$ cat src/shared/ept_pkg.sv
// Overview of operation
// - Run bit 7 set raises the thread's execution request; clear drops it.
// - Writing 1 to control bit 6 clears state and prescaler; write-only.
// - Priority group bits 1:0: 00 ungrouped, 01 A, 10 B, 11 C.
// - Status bits 7:6: 00 stopped, 01 active, 10 event wait, 11 timer wait.
// - Writing 1 to status bit 5 sets flag A; reads as 0.
// - Writing 1 to status bit 4 sets flag B; reads as 0.
// - Flags at status bits 1,0 read their value; writing 1 clears.
// - Host clear beats force set; force set beats core update.
// - Low-byte write is buffered, committed with the high-byte write.
// - Low-byte read latches the high byte; high-byte read returns the latch.
// - Host write to gp, counter or timer beats a core update.
// - Program counter high byte holds only counter bit 8 at bit 0.
// - Reserved bits read 0; host writes 0 to them.
// - The register set is replicated for six threads, 0 through 5.
// - General registers 16 bits, program counter 9 bits, timer 12 bits.
// - Host and core keep separate low/high staging buffers.
package ept_pkg;
  localparam int NUM_THREADS = 6;
  localparam int PC_W        = 9;
  localparam int TIME_W      = 12;
  localparam logic [15:0] BASE_ADDR   = 16'hE000;
  localparam logic [15:0] THREAD_STEP = 16'h0010;
  // Register offsets within a thread's block
  localparam logic [3:0] OFS_CTRL   = 4'h0;
  localparam logic [3:0] OFS_STS    = 4'h1;
  localparam logic [3:0] OFS_R0L    = 4'h2;
  localparam logic [3:0] OFS_R0H    = 4'h3;
  localparam logic [3:0] OFS_R1L    = 4'h4;
  localparam logic [3:0] OFS_R1H    = 4'h5;
  localparam logic [3:0] OFS_PCL    = 4'h6;
  localparam logic [3:0] OFS_PCH    = 4'h7;
  localparam logic [3:0] OFS_TIMEL  = 4'h8;
  localparam logic [3:0] OFS_TIMEH  = 4'h9;
  // Field positions
  localparam int CTRL_RUN_BIT   = 7;
  localparam int CTRL_RESET_BIT = 6;
  localparam int STS_FORCE_A    = 5;
  localparam int STS_FORCE_B    = 4;
  localparam int STS_FLAG_A     = 1;
  localparam int STS_FLAG_B     = 0;
  localparam logic [7:0] RESET_BYTE = 8'h00;

  typedef enum logic [1:0] {
    TS_STOPPED, TS_ACTIVE, TS_EVENT_WAIT, TS_TIMER_WAIT
  } ept_tstate_type;

  typedef enum logic [1:0] {
    PG_NONE, PG_A, PG_B, PG_C
  } ept_group_type;

  typedef enum logic [1:0] {
    SEL_R0, SEL_R1, SEL_PC, SEL_TIME
  } ept_wsel_type;

  // Host byte bus request
  typedef struct packed {
    logic        wr;
    logic        rd;
    logic [15:0] addr;
    logic [7:0]  wdata;
  } ept_hreq_type;

  // Core-side update of one thread
  typedef struct packed {
    logic                 state_we;
    ept_tstate_type       state;
    logic                 flag_a_we;
    logic                 flag_a;
    logic                 flag_b_we;
    logic                 flag_b;
    logic                 r0_we;
    logic [15:0]          r0;
    logic                 r1_we;
    logic [15:0]          r1;
    logic                 pc_we;
    logic [PC_W-1:0]      pc;
    logic                 time_we;
    logic [TIME_W-1:0]    time_v;
  } ept_core_upd_type;

  // Per-thread view handed to the core
  typedef struct packed {
    logic                 run_req;
    ept_group_type        group;
    ept_tstate_type       state;
    logic                 flag_a;
    logic                 flag_b;
    logic [15:0]          r0;
    logic [15:0]          r1;
    logic [PC_W-1:0]      pc;
    logic [TIME_W-1:0]    time_v;
  } ept_thread_view_type;
endpackage : ept_pkg

$ cat src/logic/ept_regs.sv
module ept_regs (
  // Clock and reset
  input  wire logic                          sys_clk,
  input  wire logic                          rst,
  // Host byte bus
  input  wire ept_pkg::ept_hreq_type         hreq,
  output logic [7:0]                         hrdata,
  output logic                               hsel,
  // Core port, one entry per thread
  input  wire ept_pkg::ept_core_upd_type     core_upd [ept_pkg::NUM_THREADS],
  output ept_pkg::ept_thread_view_type       view     [ept_pkg::NUM_THREADS],
  output logic [ept_pkg::NUM_THREADS-1:0]    presc_clr,
  // Core byte access staging (separate from the host's)
  input  wire logic                          cacc_wr,
  input  wire logic                          cacc_rd,
  input  wire logic [2:0]                    cacc_thr,
  input  wire logic [3:0]                    cacc_ofs,
  input  wire logic [7:0]                    cacc_wdata,
  output logic [7:0]                         cacc_rdata
);
  localparam int N = ept_pkg::NUM_THREADS;

  // ---------------------------------------------------------------
  // Per-thread storage
  // ---------------------------------------------------------------
  logic                          run_r   [N];
  ept_pkg::ept_group_type        grp_r   [N];
  ept_pkg::ept_tstate_type       tst_r   [N];
  logic                          fla_r   [N];
  logic                          flb_r   [N];
  logic [15:0]                   r0_r    [N];
  logic [15:0]                   r1_r    [N];
  logic [ept_pkg::PC_W-1:0]      pc_r    [N];
  logic [ept_pkg::TIME_W-1:0]    tim_r   [N];
  logic [N-1:0]                  presc_clr_r;
  // Host staging buffers, shared across threads like a byte-bus latch
  logic [7:0]                    hwbuf_r;
  logic [7:0]                    hrbuf_r;
  // Core staging buffers, kept apart so interleaving stays atomic
  logic [7:0]                    cwbuf_r;
  logic [7:0]                    crbuf_r;
  logic [7:0]                    hrdata_r;
  logic [7:0]                    cacc_rdata_r;

  // ---------------------------------------------------------------
  // Address decode
  // ---------------------------------------------------------------
  wire logic [15:0] rel_addr = hreq.addr - ept_pkg::BASE_ADDR;
  wire logic [11:0] blk      = rel_addr[15:4];
  wire logic [3:0]  hofs     = rel_addr[3:0];
  wire logic        in_range = (hreq.addr >= ept_pkg::BASE_ADDR) &&
                               (blk >= 12'h001) && (blk <= 12'h006) &&
                               (hofs <= ept_pkg::OFS_TIMEH);
  wire logic [2:0]  hthr     = 3'(blk - 12'h001);
  wire logic        hwr      = hreq.wr && in_range;
  wire logic        hrd      = hreq.rd && in_range;
  wire logic        cthr_ok  = cacc_thr < 3'(N);

  assign hsel = in_range;

  // Read value of a full register at an offset, high byte as stored
  function automatic logic [15:0] word_of(input int t,
                                          input logic [3:0] ofs);
    logic [15:0] w;
    w = 16'h0000;
    case (ofs)
      ept_pkg::OFS_R0L, ept_pkg::OFS_R0H: w = r0_r[t];
      ept_pkg::OFS_R1L, ept_pkg::OFS_R1H: w = r1_r[t];
      ept_pkg::OFS_PCL, ept_pkg::OFS_PCH:
        w = {7'h00, pc_r[t]};
      ept_pkg::OFS_TIMEL, ept_pkg::OFS_TIMEH:
        w = {4'h0, tim_r[t]};
      default: w = 16'h0000;
    endcase
    return w;
  endfunction : word_of

  // Byte read; high bytes come from the given latch
  function automatic logic [7:0] byte_rd(input int t,
                                         input logic [3:0] ofs,
                                         input logic [7:0] latch);
    logic [7:0] b;
    b = 8'h00;
    case (ofs)
      ept_pkg::OFS_CTRL:
        b = {run_r[t], 5'h00, grp_r[t]};
      ept_pkg::OFS_STS:
        b = {tst_r[t], 4'h0, fla_r[t], flb_r[t]};
      ept_pkg::OFS_R0L, ept_pkg::OFS_R1L,
      ept_pkg::OFS_PCL, ept_pkg::OFS_TIMEL:
        b = 8'(word_of(t, ofs));
      ept_pkg::OFS_R0H, ept_pkg::OFS_R1H,
      ept_pkg::OFS_PCH, ept_pkg::OFS_TIMEH:
        b = latch;
      default: b = 8'h00;
    endcase
    return b;
  endfunction : byte_rd

  function automatic logic is_low(input logic [3:0] ofs);
    return (ofs == ept_pkg::OFS_R0L) || (ofs == ept_pkg::OFS_R1L) ||
           (ofs == ept_pkg::OFS_PCL) || (ofs == ept_pkg::OFS_TIMEL);
  endfunction : is_low

  // ---------------------------------------------------------------
  // Bus-side buffers and read data
  // ---------------------------------------------------------------
  always_ff @(posedge sys_clk or posedge rst) begin
    if (rst) begin
      hwbuf_r      <= ept_pkg::RESET_BYTE;
      hrbuf_r      <= ept_pkg::RESET_BYTE;
      cwbuf_r      <= ept_pkg::RESET_BYTE;
      crbuf_r      <= ept_pkg::RESET_BYTE;
      hrdata_r     <= ept_pkg::RESET_BYTE;
      cacc_rdata_r <= ept_pkg::RESET_BYTE;
    end else begin
      if (hwr && is_low(hofs))
        hwbuf_r <= hreq.wdata;
      if (hrd && is_low(hofs))
        hrbuf_r <= 8'(word_of(int'(hthr), hofs) >> 8);
      if (cacc_wr && cthr_ok && is_low(cacc_ofs))
        cwbuf_r <= cacc_wdata;
      if (cacc_rd && cthr_ok && is_low(cacc_ofs))
        crbuf_r <= 8'(word_of(int'(cacc_thr), cacc_ofs) >> 8);
      if (hrd)
        hrdata_r <= byte_rd(int'(hthr), hofs, hrbuf_r);
      if (cacc_rd && cthr_ok)
        cacc_rdata_r <= byte_rd(int'(cacc_thr), cacc_ofs, crbuf_r);
    end
  end

  assign hrdata     = hrdata_r;
  assign cacc_rdata = cacc_rdata_r;
  assign presc_clr  = presc_clr_r;

  // ---------------------------------------------------------------
  // Thread registers
  // ---------------------------------------------------------------
  for (genvar t = 0; t < N; t++) begin : g_thr
    wire logic hit  = hwr && (hthr == 3'(t));
    wire logic chit = cacc_wr && (cacc_thr == 3'(t));
    wire logic [7:0] d = hreq.wdata;
    wire logic ctrl_w = hit && (hofs == ept_pkg::OFS_CTRL);
    wire logic sts_w  = hit && (hofs == ept_pkg::OFS_STS);
    wire logic treset = ctrl_w && d[ept_pkg::CTRL_RESET_BIT];
    wire logic clr_a  = sts_w && d[ept_pkg::STS_FLAG_A];
    wire logic clr_b  = sts_w && d[ept_pkg::STS_FLAG_B];
    wire logic set_a  = sts_w && d[ept_pkg::STS_FORCE_A];
    wire logic set_b  = sts_w && d[ept_pkg::STS_FORCE_B];
    // Committed words on a high-byte write, host then core
    wire logic [15:0] hword = {d, hwbuf_r};
    wire logic [15:0] cword = {cacc_wdata, cwbuf_r};
    wire logic h_r0  = hit  && (hofs == ept_pkg::OFS_R0H);
    wire logic h_r1  = hit  && (hofs == ept_pkg::OFS_R1H);
    wire logic h_pc  = hit  && (hofs == ept_pkg::OFS_PCH);
    wire logic h_tim = hit  && (hofs == ept_pkg::OFS_TIMEH);
    wire logic c_r0  = chit && (cacc_ofs == ept_pkg::OFS_R0H);
    wire logic c_r1  = chit && (cacc_ofs == ept_pkg::OFS_R1H);
    wire logic c_pc  = chit && (cacc_ofs == ept_pkg::OFS_PCH);
    wire logic c_tim = chit && (cacc_ofs == ept_pkg::OFS_TIMEH);

    always_ff @(posedge sys_clk or posedge rst) begin
      if (rst) begin
        run_r[t]       <= 1'b0;
        grp_r[t]       <= ept_pkg::PG_NONE;
        tst_r[t]       <= ept_pkg::TS_STOPPED;
        fla_r[t]       <= 1'b0;
        flb_r[t]       <= 1'b0;
        r0_r[t]        <= 16'h0000;
        r1_r[t]        <= 16'h0000;
        pc_r[t]        <= '0;
        tim_r[t]       <= '0;
        presc_clr_r[t] <= 1'b0;
      end else begin
        presc_clr_r[t] <= treset;
        if (ctrl_w) begin
          run_r[t] <= d[ept_pkg::CTRL_RUN_BIT];
          grp_r[t] <= ept_pkg::ept_group_type'(d[1:0]);
        end
        if (treset)
          tst_r[t] <= ept_pkg::TS_STOPPED;
        else if (core_upd[t].state_we)
          tst_r[t] <= core_upd[t].state;
        // Clear beats force, force beats core
        if (clr_a)
          fla_r[t] <= 1'b0;
        else if (set_a)
          fla_r[t] <= 1'b1;
        else if (core_upd[t].flag_a_we)
          fla_r[t] <= core_upd[t].flag_a;
        if (clr_b)
          flb_r[t] <= 1'b0;
        else if (set_b)
          flb_r[t] <= 1'b1;
        else if (core_upd[t].flag_b_we)
          flb_r[t] <= core_upd[t].flag_b;
        // Host commit beats core update
        if (h_r0)
          r0_r[t] <= hword;
        else if (c_r0)
          r0_r[t] <= cword;
        else if (core_upd[t].r0_we)
          r0_r[t] <= core_upd[t].r0;
        if (h_r1)
          r1_r[t] <= hword;
        else if (c_r1)
          r1_r[t] <= cword;
        else if (core_upd[t].r1_we)
          r1_r[t] <= core_upd[t].r1;
        if (h_pc)
          pc_r[t] <= hword[ept_pkg::PC_W-1:0];
        else if (c_pc)
          pc_r[t] <= cword[ept_pkg::PC_W-1:0];
        else if (core_upd[t].pc_we)
          pc_r[t] <= core_upd[t].pc;
        if (h_tim)
          tim_r[t] <= hword[ept_pkg::TIME_W-1:0];
        else if (c_tim)
          tim_r[t] <= cword[ept_pkg::TIME_W-1:0];
        else if (core_upd[t].time_we)
          tim_r[t] <= core_upd[t].time_v;
      end
    end

    assign view[t] = '{run_req: run_r[t],
                       group:   grp_r[t],
                       state:   tst_r[t],
                       flag_a:  fla_r[t],
                       flag_b:  flb_r[t],
                       r0:      r0_r[t],
                       r1:      r1_r[t],
                       pc:      pc_r[t],
                       time_v:  tim_r[t]};
  end
endmodule : ept_regs

$ cat config.mk
export PLATFORM = sky130hd
export DESIGN_NAME = ept_regs
export DESIGN_NICKNAME = d
export VERILOG_FILES = /design/src/shared/ept_pkg.sv /design/src/logic/ept_regs.sv
export SDC_FILE = /design/constraint.sdc
export NUM_CORES = 2
export LEC_CHECK = 0
export ABC_AREA = 1
export BUFFER_PORTS_ARGS = -buffer_cell sky130_fd_sc_hd__buf_2
export CAP_MARGIN = 15
export CORE_AREA = 3 3 312 314
export CTS_CLUSTER_DIAMETER = 120
export DETAILED_ROUTE_END_ITERATION = 10
export DIE_AREA = 0 0 315 317
export PLACE_DENSITY = 0.62
export SYNTH_ARGS = -nofsm -noshare
export SYNTH_HDL_FRONTEND = slang
export SYNTH_SLANG_ARGS = --single-unit
$ cat constraint.sdc
create_clock -name sys_clk -period 15.2 [get_ports sys_clk]
set_input_delay 1.52 -clock sys_clk [delete_from_list [all_inputs] [get_ports sys_clk]]
set_output_delay 1.52 -clock sys_clk [all_outputs]
set_load 0.005 [all_outputs]
## Word level (Yosys, flattened, before mapping)

Cells that the tools add are included.

| operators by class | value |
|---|---|
| reduce and logical (&&, ||, !) cells | 177 |
| bitwise operators | 2 |
| muxes and demuxes | 178 |
| $lt $le $gt $ge | 7 |
| $add $sub $neg | 2 |
| equal/unequal tests | 28 |

Operator list:

| cell | count |
|---|---|
| $mux W16 | 44 |
| $mux W12 | 22 |
| $mux W9 | 22 |
| $bmux W16 S3 | 4 |
| $pmux W16 S4 | 2 |
| $logic_and A1 B1 Y1 | 113 |
| $reduce_bool A3 Y1 | 36 |
| $bmux W12 S3 | 2 |
| $ge A32 B4 Y1 const B | 2 |
| $not A3 Y32 | 2 |
| $pmux W8 S4 | 2 |
| $bmux W9 S3 | 2 |
| $mux W1 | 48 |
| $mux W2 | 20 |
| $eq A4 B3 Y1 const B | 8 |
| $bmux W2 S3 | 4 |
| $bmux W1 S3 | 6 |
| $eq A4 B2 Y1 const B | 4 |
| $eq A4 B4 Y1 const B | 4 |
| $ge A16 B16 Y1 const B | 1 |
| $reduce_or A2 Y1 | 8 |
| $reduce_or A4 Y1 | 4 |
| $sub A16 B16 Y16 const B | 1 |
| $eq A3 B2 Y1 const B | 4 |
| 12 further kinds | 29 |

| storage, ports and cells | value |
|---|---|
| output and inout bits | 383 |
| bits of input ports | 429 |
| register bits | 414 |
| word-level logic and storage cells | 460 |

## Logic depth before layout (Yosys ltp)

| depth | value |
|---|---|
| word-level depth | 11 |
| mapped depth | 19 |
| mapped depth without buffers | 14 |

## Least setup slack after synthesis

No wires, ideal clock.

| timing path | value |
|---|---|
| kind | input to output |
| start | input hreq[12] (netlist bit) |
| end | output hsel |
| arrival | 3.165 ns |
| cell stages on the path | 12 |
| setup slack | 10.515 ns |
| required time | 13.680 ns |
| path buffers | 4 |
| cell sequence | buf_2 -> inv_1 -> buf_2 -> buf_1 -> ha_1 -> inv_1 -> nand3_1 -> nand2_1 -> nor2_2 -> nand2_1 -> nor2_4 -> buf_4 |

| on the way | value |
|---|---|
| cells in the longest elaborated chain, start to end | 5 |
| elaborated cells on any way between the ends | 7 |
| classes of those cells | 1 x add/sub; 3 x order compare; 3 x reduce/logical |

RTL lines:

| element | line | text |
|---|---|---|
| start: declaration | ept_regs.sv:6 | `input wire ept_pkg::ept_hreq_type hreq,` |
| $sub A16 B16 Y16 | ept_regs.sv:48 | `wire logic [15:0] rel_addr = hreq.addr - ept_pkg::BASE_ADDR;` |
| $ge A12 B1 Y1 | ept_regs.sv:52 | `(blk >= 12'h001) && (blk <= 12'h006) &&` |
| $logic_and A1 B1 Y1 | ept_regs.sv:51 | `wire logic in_range = (hreq.addr >= ept_pkg::BASE_ADDR) &&` |
| $logic_and A1 B1 Y1 * (2 in a row) | ept_regs.sv:52 |  |
| end: declaration | ept_regs.sv:8 | `output logic hsel,` |

Mark *: on every way between the ends. The rest lies on a longest branch, timed or not.

## Final worst setup path

Ends and elaborated chain as after synthesis.

==> run_results.csv <==
group,metric,value,unit
finish,nets,6806,
synthesis,synthArstFlopShare,100.0,%
synthesis,seq_area_frac_synth,29.56,%
worst_setup_path,r2r_end,"cacc_rdata[0]",
worst_setup_path,critPathTopFamily,"buffers and inverters",
timing,hold_viol,0,
placed_design,place_congestion,1.017,
power_and_ir_drop,combPwrFrac,25.8,%
placed_design,post-place-ws,8782,ps
timing,period_share,41.59,%
cts,cts_buffers,54,
finish,layout_commonest_cell,"nand2_1",
timing,clock_skew,28.27,ps
synthesis,syn_area,35040,sq um
global_route,grt.total_usage,40.86,%
power_and_ir_drop,p_leak,22.98,nW
worst_setup_path,reg2reg_depth,10,
placed_design,hpwl,154900,um
worst_setup_path,path_buf_inv,6,
timing,final-max-slew-violation-count,0,
run_status,status,"finished clean",
run,cap_violations,0,
finish,fillers,10550,
power_and_ir_drop,internal_power,2.398,mW
worst_setup_path,r2r_slack,12810,ps
timing,setup_viol,0,
finish,drive_above_1_share,16.63,%
power_and_ir_drop,ir_drop,0.00009454,V
cts,hold_buffers,0,
synthesis,synth-edff-count,0,
floorplanning,die_area,99860,sq um
synthesis,syn_inst,5869,
worst_setup_path,cp_cell_sequence,"buf_6 -> inv_2 -> buf_4 -> ha_1 -> inv_1 -> nand3_1 -> nand2_1 -> nor2_2 -> nand2_1 -> nor2_4 -> buf_4 -> buf_2",
synthesis,synth_top_flop_cell,"dfrtp_1",
worst_setup_path,worst_setup_path_end_kind,"output pin",
drt,wl_met3,23660,um
worst_hold_path,holdPathEnd,"cacc_rdata[1]",
cts,cts.sinks,414,
worst_setup_path,r2r_start,"view[261]",
worst_hold_path,hp-start,"cacc_rdata[1]",
cts,cts_max_level,2,
synthesis,ys_warn_count,0,
drt,wl_met1,77950,um
finish,layout_common_cells,"1,882 x nand2_1, 953 x inv_1, 810 x buf_2, 740 x nand3_1, 459 x o21ai_0",
power_and_ir_drop,switchingPower,1.453,mW
worst_setup_path,worst_ep_required_time,13680,ps
cts,clkTransAtPathRegs,50,ps
worst_hold_path,whs_path_depth,2,
drt,drc,0,
worst_setup_path,critPathSlowestCell,"buf_4",
cts,clk_path_buf_depth,3,
drt,drtAntennaViolNets,0,
drt,vias,43863,
power_and_ir_drop,power_density,92.41,nW/um^2
global_route,antenna_found_initial,35,
timing,fmax,158.2,MHz
timing,worstMarginPinSlew,1230,ps
drt,routed_via_density,5.699,
floorplanning,initial_core_util,36.94,%
floorplanning,die_w,315,um
global_route,grt_max_degree,146,
worst_setup_path,critical_path_class,"in -> out",
synthesis,synth_fp_nets,6304,
cts,cts.repair.resized,0,
drt,drt_pre_antenna_iters,7,
timing,max_slew_margin,18.02,%
worst_setup_path,cp.arrival,4800,ps
synthesis,ys_ff_latch,414,
power_and_ir_drop,p_sw_share,37.73,%
timing,finalCriticalPeriod,6322,ps
worst_setup_path,cp_max_fo,52,
worst_setup_path,cp_slowest_stage_delay,550,ps
timing,setup_ws,8878,ps
finish,regArea,10380,sq um
synthesis,yosysUniqueCellTypes,41,
power_and_ir_drop,clock_power_share,38.1,%
cts,clock-root-buffer,"clkbuf_16",
cts,post_cts_buffers,0,
floorplanning,dieHeight,317,um
cts,clock_latency,640,ps
worst_hold_path,min_path_type,"reg -> reg",
finish,area_growth,18.92,%
drt,routed-wl-met2,93500,um
floorplanning,core_area,94870,sq um
drt,highest_layer,"met5",
synthesis,syn_avg_cell_area,5.971,sq um
timing,grt_setup_unrepaired,"false",
cts,tritoncts,"built",
drt,routed_wl,213900,um
worst_setup_path,cp-start-kind,"primary input",
floorplanning,ios,812,
global_route,grt_pass1_vias,39804,
timing,setup_tns,0,ps
drt,wl_per_cell,27.79,um
global_route,gr-total-overflow,0,
placed_design,port_buffers,811,
finish,multi_input_comb_area,19400,sq um
power_and_ir_drop,power_frac_seq,36.1,%
global_route,grt_pass1_wl,292800,um
drt,first_iter_violations,6176,
floorplanning,rows,113,
## synthesized netlist by cell type (14+ instances only)
cell      instances  share of area, %
o21ai_0         459               6.6
nand3b_1        404               8.7
nor2_1          235               2.5
clkbuf_1        271               2.9
o211ai_1         33              0.71
buf_2            96               1.4
buf_1            65              0.70
o22ai_1          26              0.46
inv_1           956                10
o21ai_1          45              0.64
mux2i_1          14              0.40
nand3_1         740                11
nand4_1          24              0.43
dfrtp_1         414                30
a21oi_1          97               1.4
nand2_1        1884                20
## worst min-delay path, stage by stage, from the launching register on
cell and delay [ps]:
dfrtp_1 350, nand2_1 50, nand2_1 50
## stage by stage
step           instance area (sq um)  hold slack, ps  std cells  utilization (%)  power (mW)
6_report                       41670           487.5       7696            43.93       3.851
3_5_place_dp                   39650           475.1       7578            41.79       2.363
2_1_floorplan                  35040           449.7       5869                -       1.793
5_1_grt                        41640           498.8       7684            43.90       3.957
3_3_place_gp                   39620           467.2       7576            41.76       2.359
4_1_cts                        41600           489.8       7674            43.85       3.818
## sequential cells by signal (all words and copies together) (netlist names)
signal	flops
cacc_rdata	8
hwbuf_r	8
hrdata	8
cwbuf_r	8
view	360
crbuf_r	8
hrbuf_r	8
presc_clr	6
## kinds of logic after synthesis
| family | synth area share, % |
|---|---|
| mux | 0.6569 |
| simple gates | 43.51 |
| fa+ha+maj | 0.2142 |
| compound gates | 10.53 |
| buf+inv | 15.53 |
| flops | 29.56 |
## cell type report
class / instances / share of cell area [%]
multi-input cells: 4048 / 46.56
flip-flops and latches: 414 / 24.91
repair buffers: 886 / 11.19
inverters: 967 / 8.734
well taps: 1265 / 3.798
clock buffers: 72 / 3.669
clock inverters: 24 / 1.021
diodes: 20 / 0.1201
## power groups by stage
| stage | Combinational (mW) | Clock (mW) | Sequential (mW) |
|---|---|---|---|
| 2_1_floorplan | 0.497 | 0 | 1.30 |
| 3_3_place_gp | 0.962 | 0 | 1.40 |
| 3_5_place_dp | 0.966 | 0 | 1.40 |
| 4_1_cts | 0.970 | 1.47 | 1.38 |
| 5_1_grt | 1.06 | 1.51 | 1.39 |
| 6_report | 0.994 | 1.47 | 1.39 |
## routing by layer
layer	vias to the layer above	global-route usage [%]
met2	3050	63.51
met1	20676	50.26
met5	-	0
met4	10	29.51
li1	19426	-
met3	701	8.661
## worst max path at each step
stage | start | end | slack [ps] | depth (start not counted)
5_1_grt | hreq[12] | hsel | 8760 | 12
2_1_floorplan | rst | cacc_rdata[0] | 2160 | 1
4_1_cts | hreq[12] | hsel | 8930 | 12
6_report | hreq[12] | hsel | 8880 | 12
3_5_place_dp | hreq[12] | view[356] | 8780 | 16
3_3_place_gp | hreq[12] | view[355] | 8880 | 16
(Power assumes the default switching activity.)
